===== src/common/aas_consts.svh =====
// Widths, status bit positions and reset values for the accumulator datapath
`ifndef AAS_CONSTS_SVH
`define AAS_CONSTS_SVH
// ************************************************************
// Widths
// ************************************************************
`define AAS_DW 16
`define AAS_AW 32
`define AAS_SHW 5
`define AAS_SH_MAX 5'h10
`define AAS_STW 3
// ************************************************************
// Status word layout and reset values
// ************************************************************
`define AAS_ST_SEXT 0
`define AAS_ST_TC 1
`define AAS_ST_C 2
`define AAS_ST_OV 3
`define AAS_SEXT_RST 1'h1
`define AAS_ACC_RST 32'h0000_0000
`endif


===== src/common/aas_pkg.sv =====
// Types shared by the accumulator datapath modules
package aas_pkg;
  // Datapath operations issued by the instruction decoder
  typedef enum logic [3:0] {
    AAS_NOP, AAS_LOAD, AAS_ADD, AAS_SUB, AAS_AND, AAS_OR, AAS_XOR,
    AAS_STORE_HI, AAS_STORE_LO, AAS_NORM, AAS_BIT_TEST, AAS_BRANCH_ACC,
    AAS_SET_SEXT, AAS_CLR_SEXT, AAS_LOAD_ST
  } aas_op_e;
  // Product path justification modes
  typedef enum logic [1:0] {AAS_PM_NONE, AAS_PM_LEFT1, AAS_PM_LEFT4, AAS_PM_RIGHT6} aas_pmode_e;
  // Branch conditions
  typedef enum logic [2:0] {AAS_C_ALWAYS, AAS_C_EQ, AAS_C_NEQ, AAS_C_LT, AAS_C_GT, AAS_C_OV, AAS_C_TC,
    AAS_C_NTC} aas_cond_e;
endpackage


===== src/design/aas_scale_shift.sv =====
// Input scaling shifter: 16-bit word to 32-bit left-shifted operand
`include "aas_consts.svh"
module aas_scale_shift (
  input wire logic [`AAS_DW-1:0] data,
  input wire logic [`AAS_SHW-1:0] amt,
  input wire logic sign_ext,
  output logic [`AAS_AW-1:0] scaled
);
  logic [`AAS_AW-1:0] ext;
  logic [`AAS_SHW-1:0] eff;
  // Fill upper bits by mode, clamp amount, zero fill from the bottom
  // 0..16 left, zero below
  always_comb begin
    ext = sign_ext ? {{`AAS_DW{data[`AAS_DW-1]}}, data} : {{`AAS_DW{1'b0}}, data};
    eff = (amt > `AAS_SH_MAX) ? `AAS_SH_MAX : amt;
    scaled = ext << eff;
  end
endmodule


===== src/design/aas_prod_shift.sv =====
// Product register output shifter with four justification modes
module aas_prod_shift (
  input wire logic [31:0] prod,
  input wire aas_pkg::aas_pmode_e mode,
  output logic [31:0] shifted
);
  // Right shift keeps the sign so scaled-down products stay signed
  // four justification modes
  always_comb begin
    unique case (mode)
      aas_pkg::AAS_PM_NONE: shifted = prod;
      aas_pkg::AAS_PM_LEFT1: shifted = {prod[30:0], 1'b0};
      aas_pkg::AAS_PM_LEFT4: shifted = {prod[27:0], 4'h0};
      aas_pkg::AAS_PM_RIGHT6: shifted = {{6{prod[31]}}, prod[31:6]};
    endcase
  end
endmodule


===== src/design/aas_datapath.sv =====
// Accumulator, ALU, store shifters, normalize, bit test and branch support
`include "aas_consts.svh"
module aas_datapath (
  input wire logic core_clk,
  input wire logic arst_n,
  input wire logic op_valid,
  input wire aas_pkg::aas_op_e op,
  input wire logic src_prod,
  input wire logic [`AAS_SHW-1:0] shift_amt,
  input wire logic [`AAS_DW-1:0] data_in,
  input wire logic [3:0] bit_sel,
  input wire logic [`AAS_STW-1:0] store_shift,
  input wire aas_pkg::aas_pmode_e pmode,
  input wire logic mult_load,
  input wire logic [31:0] mult_product,
  input wire aas_pkg::aas_cond_e cond_sel,
  output logic [`AAS_AW-1:0] acc,
  output logic [31:0] product_holding_reg,
  output logic [`AAS_DW-1:0] data_out,
  output logic data_out_valid,
  output logic [`AAS_DW-1:0] branch_target,
  output logic branch_valid,
  output logic norm_done,
  output logic sign_extend_select,
  output logic [`AAS_DW-1:0] status_word_zero,
  output logic cond_true
);
  // ************************************************************
  // Functions
  // ************************************************************
  // Store shifter: left shift, then pick a half
  function automatic logic [15:0] store_half(input logic [31:0] a, input logic [2:0] sh, input logic hi);
    logic [31:0] s;
    s = a << sh;
    store_half = hi ? s[31:16] : s[15:0];
  endfunction

  // Sign of a 32-bit value, used by ALU flags and conditions
  function automatic logic is_neg(input logic [31:0] a);
    is_neg = a[31];
  endfunction

  // ************************************************************
  // Operand paths
  // ************************************************************
  logic [31:0] scaled;
  logic [31:0] prod_sh;
  logic [31:0] opnd_b;
  logic tc;
  logic carry;
  logic ovf;

  aas_scale_shift u_scale (
    .data(data_in),
    .amt(shift_amt),
    .sign_ext(sign_extend_select),
    .scaled(scaled)
  );

  aas_prod_shift u_prod (
    .prod(product_holding_reg),
    .mode(pmode),
    .shifted(prod_sh)
  );

  // Second operand select
  // operand b select
  assign opnd_b = src_prod ? prod_sh : scaled;

  // ************************************************************
  // Next state
  // ************************************************************
  logic [31:0] next_acc;
  logic [31:0] next_prod;
  logic [15:0] next_data_out;
  logic next_data_out_valid;
  logic [15:0] next_branch_target;
  logic next_branch_valid;
  logic next_norm_done;
  logic next_sign_ext;
  logic next_tc;
  logic next_carry;
  logic next_ovf;
  logic [32:0] sum;
  logic [32:0] diff;

  // One decode per cycle; every ALU result lands in the same edge
  always_comb begin
    sum = {1'b0, acc} + {1'b0, opnd_b};
    diff = {1'b0, acc} - {1'b0, opnd_b};
    next_acc = acc;
    next_prod = mult_load ? mult_product : product_holding_reg;
    next_data_out = data_out;
    next_data_out_valid = 1'b0;
    next_branch_target = branch_target;
    next_branch_valid = 1'b0;
    next_norm_done = norm_done;
    next_sign_ext = sign_extend_select;
    next_tc = tc;
    next_carry = carry;
    next_ovf = ovf;
    if (op_valid) begin
      unique case (op)
        aas_pkg::AAS_NOP: begin
        end
        aas_pkg::AAS_LOAD: next_acc = opnd_b;
        aas_pkg::AAS_ADD: begin
          next_acc = sum[31:0];
          next_carry = sum[32];
          next_ovf = (is_neg(acc) == is_neg(opnd_b)) && (is_neg(sum[31:0]) != is_neg(acc));
        end
        aas_pkg::AAS_SUB: begin
          next_acc = diff[31:0];
          next_carry = ~diff[32];
          next_ovf = (is_neg(acc) != is_neg(opnd_b)) && (is_neg(diff[31:0]) != is_neg(acc));
        end
        aas_pkg::AAS_AND: next_acc = acc & opnd_b;
        aas_pkg::AAS_OR: next_acc = acc | opnd_b;
        aas_pkg::AAS_XOR: next_acc = acc ^ opnd_b;
        aas_pkg::AAS_STORE_HI: begin
          next_data_out = store_half(acc, store_shift, 1'b1);
          next_data_out_valid = 1'b1;
        end
        // lower half shifted on the way out
        aas_pkg::AAS_STORE_LO: begin
          next_data_out = store_half(acc, store_shift, 1'b0);
          next_data_out_valid = 1'b1;
        end
        aas_pkg::AAS_NORM: begin
          if ((acc != 32'h0000_0000) && (acc[31] == acc[30])) begin
            next_acc = {acc[30:0], 1'b0};
            next_norm_done = 1'b0;
          end else begin
            next_norm_done = 1'b1;
          end
        end
        // test one bit of the bus word
        aas_pkg::AAS_BIT_TEST: next_tc = data_in[bit_sel];
        aas_pkg::AAS_BRANCH_ACC: begin
          next_branch_target = acc[15:0];
          next_branch_valid = 1'b1;
        end
        // software sets or clears the mode
        aas_pkg::AAS_SET_SEXT: next_sign_ext = 1'b1;
        aas_pkg::AAS_CLR_SEXT: next_sign_ext = 1'b0;
        aas_pkg::AAS_LOAD_ST: begin
          next_sign_ext = data_in[`AAS_ST_SEXT];
          next_tc = data_in[`AAS_ST_TC];
          next_carry = data_in[`AAS_ST_C];
          next_ovf = data_in[`AAS_ST_OV];
        end
        default: begin
        end
      endcase
    end
  end

  // ************************************************************
  // Registers
  // ************************************************************
  // single-cycle update
  always_ff @(posedge core_clk or negedge arst_n) begin
    if (!arst_n) begin
      acc <= `AAS_ACC_RST;
      product_holding_reg <= 32'h0000_0000;
      data_out <= 16'h0000;
      data_out_valid <= 1'b0;
      branch_target <= 16'h0000;
      branch_valid <= 1'b0;
      norm_done <= 1'b0;
      sign_extend_select <= `AAS_SEXT_RST;
      tc <= 1'b0;
      carry <= 1'b0;
      ovf <= 1'b0;
    end else begin
      acc <= next_acc;
      product_holding_reg <= next_prod;
      data_out <= next_data_out;
      data_out_valid <= next_data_out_valid;
      branch_target <= next_branch_target;
      branch_valid <= next_branch_valid;
      norm_done <= next_norm_done;
      sign_extend_select <= next_sign_ext;
      tc <= next_tc;
      carry <= next_carry;
      ovf <= next_ovf;
    end
  end

  // ************************************************************
  // Status word and branch condition
  // ************************************************************
  // Status readback; unused bits read zero
  always_comb begin
    status_word_zero = 16'h0000;
    status_word_zero[`AAS_ST_SEXT] = sign_extend_select;
    status_word_zero[`AAS_ST_TC] = tc;
    status_word_zero[`AAS_ST_C] = carry;
    status_word_zero[`AAS_ST_OV] = ovf;
  end

  // Zero and sign conditions come from live accumulator so a branch after an op sees its result
  // condition select
  always_comb begin
    unique case (cond_sel)
      aas_pkg::AAS_C_ALWAYS: cond_true = 1'b1;
      aas_pkg::AAS_C_EQ: cond_true = (acc == 32'h0000_0000);
      aas_pkg::AAS_C_NEQ: cond_true = (acc != 32'h0000_0000);
      aas_pkg::AAS_C_LT: cond_true = is_neg(acc);
      aas_pkg::AAS_C_GT: cond_true = !is_neg(acc) && (acc != 32'h0000_0000);
      aas_pkg::AAS_C_OV: cond_true = ovf;
      aas_pkg::AAS_C_TC: cond_true = tc;
      aas_pkg::AAS_C_NTC: cond_true = !tc;
    endcase
  end

  logic [31:0] zext;
  logic [31:0] sext;
  logic is_load_sh;
  assign zext = {16'h0000, data_in};
  assign sext = {{16{data_in[15]}}, data_in};
  assign is_load_sh = op_valid && (op == aas_pkg::AAS_LOAD) && !src_prod && (shift_amt <= 5'h10);
endmodule


===== config.mk =====
export PLATFORM = sky130hd
export DESIGN_NAME = aas_datapath
export DESIGN_NICKNAME = d
export VERILOG_FILES = /design/src/common/aas_pkg.sv /design/src/design/aas_scale_shift.sv /design/src/design/aas_prod_shift.sv /design/src/design/aas_datapath.sv
export VERILOG_INCLUDE_DIRS = /design/src /design/src/common
export SDC_FILE = /design/constraint.sdc
export NUM_CORES = 1
export LEC_CHECK = 0
export BUFFER_PORTS_ARGS = -buffer_cell sky130_fd_sc_hd__buf_2
export CORE_MARGIN = 2
export CORE_UTILIZATION = 54
export DETAILED_ROUTE_END_ITERATION = 8
export HOLD_SLACK_MARGIN = 0.1
export PLACE_DENSITY = 0.83
export SETUP_SLACK_MARGIN = 0.02
export SLEW_MARGIN = 10
export SYNTH_ARGS = -nofsm -noshare
export SYNTH_HDL_FRONTEND = slang
export SYNTH_SLANG_ARGS = --single-unit

===== constraint.sdc =====
create_clock -name core_clk -period 3.6 [get_ports core_clk]
set_input_delay 0.54 -clock core_clk [delete_from_list [all_inputs] [get_ports core_clk]]
set_output_delay 0.54 -clock core_clk [all_outputs]
set_load 0.02 [all_outputs]

### After elaboration in Yosys (flattened, before gate mapping)

Cells that the tools add are included.

| operators by class | value |
|---|---|
| bitwise gates (word level) | 4 |
| magnitude comparators | 2 |
| multipliers | 0 |
| multiplexer cells | 19 |
| eq/ne operators | 30 |
| reductions and logical operators | 23 |
| shifts and indexed selects | 2 |
| add/sub/neg operators | 2 |
| div/mod/pow operators | 0 |

Operator list:

| cell | count |
|---|---|
| 32-bit case mux with 7 select lines | 1 |
| 32-bit case mux with 4 select lines | 1 |
| 32-bit 2-to-1 mux | 3 |
| 32-bit by 32-bit adder with 33-bit output | 1 |
| 32-bit by 32-bit subtractor with 33-bit output | 1 |
| 32-bit bitwise AND | 1 |
| 32-bit zero test | 1 |
| 32-bit bitwise OR | 1 |
| 16-bit case mux with 2 select lines | 1 |
| 32-bit nonzero test | 1 |
| 32-bit by 3-bit left shift with 32-bit output | 1 |
| 32-bit by 5-bit left shift with 32-bit output | 1 |
| 32-bit XOR | 1 |
| 4-bit == test (second input constant) | 7 |
| 4-bit by 3-bit == test with 1-bit output (second input constant) | 4 |
| 3-bit == test (second input constant) | 4 |
| 2-bit AND reduction | 6 |
| 1-bit case mux with 3 select lines | 3 |
| 4-bit by 2-bit == test with 1-bit output (second input constant) | 2 |
| 1-bit case mux with 8 select lines | 1 |
| 7-bit nonzero test | 1 |
| 3-bit by 2-bit == test with 1-bit output (second input constant) | 2 |
| 1-bit 2-to-1 mux | 6 |
| 3-bit nonzero test | 2 |
| 20 further kinds | 29 |

| word-level totals | value |
|---|---|
| latch bits | 0 |
| word-level logic and storage cells | 93 |
| memory bits (read-only) | 0 |
| memories | 0 |
| bits in writable memories | 0 |
| register bits | 103 |

### Longest topological paths before layout

| depth | value |
|---|---|
| depth in word-level cells | 8 |
| depth in mapped cells | 22 |
| depth with buffers taken out | 20 |

### Cells and area by module

From an unflattened synthesis, not the netlist that was laid out.

| unflattened totals | value |
|---|---|
| cells, all modules | 1619 |
| area, all modules | 13240.2 um^2 |

Modules (own cells, without submodules):

| module | times used | seq. area each (um^2) | cells an instance | area each (um^2) |
|---|---|---|---|---|
| aas_datapath | 1 | 2578.7 | 1385 | 11223.3 |
| aas_scale_shift | 1 | 0.0 | 184 | 1174.9 |
| aas_prod_shift | 1 | 0.0 | 50 | 842.1 |

### Worst setup path before layout

No wires, ideal clock.

| timing | value |
|---|---|
| path kind | input port to flip-flop |
| start point | input pmode[0] |
| end point | register acc[26] |
| slack | -999 ps |
| setup time | 123 ps |
| data arrival time | 4476 ps |
| required time | 3477 ps |
| stages on the path | 17 |
| cells stage by stage | clkbuf_1 buf_1 mux4_2 nand2_1 o21ai_0 inv_1 ha_1 buf_4 or4_4 a21oi_2 a21o_4 a211oi_1 o31a_1 o41ai_4 a2bb2oi_2 mux2i_1 o221a_1 |

| on the way | value |
|---|---|
| longest elaborated chain between the ends | 5 |

RTL lines:

| what | line | text |
|---|---|---|
| start: declaration | aas_datapath.sv:13 | `input wire aas_pkg::aas_pmode_e pmode,` |
| 2-bit == test, or another cell as far along | aas_prod_shift.sv:10 | `unique case (mode)` |
| 32-bit case mux with 4 select lines (*) | aas_prod_shift.sv:10 |  |
| 32-bit 2-to-1 mux (*) | aas_datapath.sv:68 | `assign opnd_b = src_prod ? prod_sh : scaled;` |
| 32-bit by 32-bit subtractor with 33-bit output, or another cell as far along | aas_datapath.sv:90 | `diff = {1'b0, acc} - {1'b0, opnd_b};` |
| 32-bit case mux with 7 select lines (*) | aas_datapath.sv:103 | `unique case (op)` |
| end signal: assignment | aas_datapath.sv:164 | `` acc <= `AAS_ACC_RST; `` |
| end signal: assignment | aas_datapath.sv:176 | `acc <= next_acc;` |
| end: declaration | aas_datapath.sv:17 | `` output logic [`AAS_AW-1:0] acc, `` |

Every way passes the cells marked *; elsewhere a longest branch is shown, timed or not.
A chain may end at the register's enable or synchronous reset.

### Worst setup path in the final report

| timing | value |
|---|---|
| start point | input shift_amt[0] |
| end point | register acc[19] |

| on the way | value |
|---|---|
| longest elaborated chain between the ends | 6 |

RTL lines:

| what | line | text |
|---|---|---|
| start: declaration | aas_datapath.sv:9 | `` input wire logic [`AAS_SHW-1:0] shift_amt, `` |
| 5-bit > comparator (no line) | -- |  |
| 5-bit 2-to-1 mux (*) | aas_scale_shift.sv:15 | `` eff = (amt > `AAS_SH_MAX) ? `AAS_SH_MAX : amt; `` |
| 32-bit by 5-bit left shift with 32-bit output (*) | aas_scale_shift.sv:16 | `scaled = ext << eff;` |
| 32-bit 2-to-1 mux (*) | aas_datapath.sv:68 |  |
| 32-bit by 32-bit subtractor with 33-bit output, or another cell as far along | aas_datapath.sv:90 |  |
| 32-bit case mux with 7 select lines (*) | aas_datapath.sv:103 |  |

Marks and branches as above.

==> results.md <==
* Status: finished, violations left
* Failing checks: negative setup slack
* Via/cell ratio at 6.738
* Clock slew at reported path FFs at 80 ps
* Post-synth EDFFs at 0
* CTS tree: done
* Share of cells above drive strength 1 at roughly 47%
* Total gr overflow at 0
* Main combinational cell family by area after synthesis: compound AO/OA/AOI/OAI gates
* Detailed Route WL at about 57 mm
* Post-synthesis mux area share at 16.56%
* Antenna Cells at 0
* Initial Util at 55.30%
* Placer congestion estimate at about 1.0
* Final hold viol count at 0
* CTS root buffer: clkbuf_16
* Port bufs at roughly 180
* Max frequency at 230.0 MHz
* Dpl ws at -1286 ps
* Std cell rows at 55
* Total power at 11.54 mW
* Final net count at 2242
* Synth Flop Type: dfrtp_1
* Final Cycle Share at 120.8%
* Synth area leaders: dfrtp_1, ha_1, mux4_2, a21oi_1, o21ai_0
* Slew @ Worst Pin at 1058 ps
* Worst hold margin at 221.9 ps
* Crit path max fanout at 7
* Post-Synth Simple-Gate Area at roughly 15%
* Avg WL per Cell at 24.16 um
* Sink Count at 103
* Yosys top cell by area: dfrtp_1
* Post-synthesis xor/xnor area fraction at 0.6277%
* Syn. warnings at 0
* Startpoint Class: input pin
* Antenna Nets Post-Route at 0
* Rel. slew slack at approximately 30%
* Final TNS setup at -13390 ps
* Yosys reg bits at between 100 and 150
* Yosys top cell area share at 20.32%
* Inserted Clock Buffers at 9
* I/O pins at between 150 and 200
* WP data arrival at 4590 ps
* Final setup viols at 29
* Worst-case clock buffer depth at 2
* Setup ws final at -747.7 ps
* Unrepaired setup endpoints after global routing: true
* Pre-antenna DRT Iters at 6
* Vias in the first global route at 14820
* GRT Total Usage at 42.54%
* Slowest stage cell on the critical path: mux4_2
* CP required at 3850 ps
* Reg2reg setup slack at -460 ps
* Cell Area, Synth at ~13000 um2
* Post-Syn Area per Cell at around 8.0 um2
* Post-synthesis compound-gate area fraction at 28.15%
* Clock Skew at 16.08 ps
* CP Capture Type: flip-flop
* Largest net degree at the start of global routing at 54
* Core area at 22710 um2
* CP peak stage delay at 560 ps
* Ys async rst share at 100.0%
* Hold WC Path Type: in2async
* Minimum clock period after layout at between 4000 and 5000 ps
* P_leak at 8.580 nW
* Clock network latency to the later pin of the worst-skew pair at 370 ps
* Die Wd at roughly 160 um
* First-pass GRT wire length at 80.95 mm
* Hpwl dp at roughly 38 mm
* Residual DRC at 0
* Worst path cell trace: buf_6 -> nor2b_4 -> buf_12 -> mux4_2 -> mux2i_4 -> o311ai_1 -> o21ai_2 -> buf_4 -> inv_1 -> ha_1 -> a21oi_1 -> o21ai_1 -> nand3b_1 -> o21ai_4 -> o21ai_1 -> a211oi_1 -> nor3_1 -> a211oi_1 -> a21oi_2 -> o22a_1
* Post-Synthesis Cells at 1562
* Die H at about 160 um
* Layout area overhead at 49.15%
* Count of unique library cells instantiated by Yosys at 84
* Antenna violations before repair at 0
* Final Slew Violations at 0
* 1st-iter DRT viols at 1964
* Post-Synth Adder-Cell Area at between 10% and 20%
* CTS H-Tree Depth at 3
* PwrDens at roughly 600 nW/um2
* Max_cap viols at 0
* Crit Path Class: in2reg
* Via count at 15800
* Worst vdd rail ir drop at 372.5 uV
* Sequential fraction of the synthesis area at between 20% and 30%
* Die area at between 20000 and 25000 um2
stage by stage:
| stage | cells | cell area, um2 | utilization, % |
|---|---|---|---|
| floorplan | 1573 | 12960 | - |
| global placement | 2263 | 16350 | 72.00 |
| detailed placement | 2263 | 16350 | 72.00 |
| CTS | 2311 | 17830 | 78.53 |
| global route | 2344 | 18730 | 82.48 |
| finish | 2344 | 18730 | 82.48 |
worst max-delay path, delay by kind of cell:
kind	cells	cell delay, ps
AO/OA/AOI/OAI	10	1970
AND/OR/NAND/NOR	3	570
multiplexers	2	770
buffers and inverters	4	480
adder cells (fa/ha/maj)	1	240
Yosys cell counts (23+ instances only):
master and count:
a22oi_1 27, nor3_1 30, a21oi_1 138, mux2_2 42
a221oi_1 23, nand2_1 129, a21o_1 28, inv_1 103
clkbuf_1 84, dfrtp_1 102, o21ai_0 135, mux4_2 42
nor2_1 132, ha_1 112, a31oi_1 24, mux2i_1 66
repair_timing:
item                       in CTS  in global routing
setup endpoints to repair      28                 29
cloned                          1                  0
buffers inserted               35                 35
hold endpoints to repair        0                  0
hold buffers                    0                  0
pin swaps                      83                 76
gates resized for setup       200                149
cells by family (layout without fill, tap and decap cells):
group	count (synthesis)	count (layout)
simple gates	406	406
fa+ha+maj	114	114
compound gates	544	544
other cells	1	12
xor+xnor	9	9
buf+inv	235	721
mux	150	150
flops	103	103
layout make-up:
class                   count  area [um2]
repair buffers            602        4367
inverters                 103       394.1
multi-input cells        1235       10750
flip-flops and latches    103        2579
clock buffers              10       229.0
clock inverters             6       52.55
fillers                  1357        3979
well taps                 285       356.6
worst paths after layout:
kind,to,startpoint,depth (start not counted)
worst min-delay path,branch_target[8],arst_n,1
min in group core_clk,product_holding_reg[2],mult_product[2],2
worst max-delay path,acc[19],shift_amt[0],20
max in group asynchronous,product_holding_reg[30],arst_n,2
worst min register to register,data_out[3],data_out[3],2
worst max register to register,acc[19],product_holding_reg[8],16
power by group:
group,internal [mW],switching (mW)
clock,0.482,0.524
combinational,3.85,4.96
sequential,1.46,0.275
total,5.78,5.76
cell usage in the layout, fill, tap and decap left out, types with 10 or more instances in the layout:
master	count
nor3_1	19
inv_1	89
nor2b_1	13
ha_4	29
nand3_1	12
nand4_1	14
dfrtp_1	102
nor2_1	112
mux2i_2	11
o21ai_2	18
mux2i_1	43
mux2_2	39
nand2b_1	11
ha_1	78
a22oi_1	21
inv_2	11
o2111ai_1	10
a211oi_1	13
a31oi_1	17
mux2i_4	12
conb_1	12
nand2_1	125
o21ai_1	29
a21o_1	28
nor2_2	14
a21oi_2	35
buf_2	175
o22ai_1	15
buf_6	42
o21ai_0	85
buf_4	374
mux4_2	42
a221oi_1	18
o211ai_1	21
a21oi_1	95
metal layers:
layer | up-vias | routed length (um) | track usage, %
met2 | 1305 | 25320 | 68.39
li1 | 6730 | - | -
met1 | 7367 | 19910 | 51.60
met4 | 0 | 4214 | 26.96
met3 | 393 | 7176 | 9.637
met5 | - | 0 | 0
Note: power is estimated with default switching activity, not from simulation.
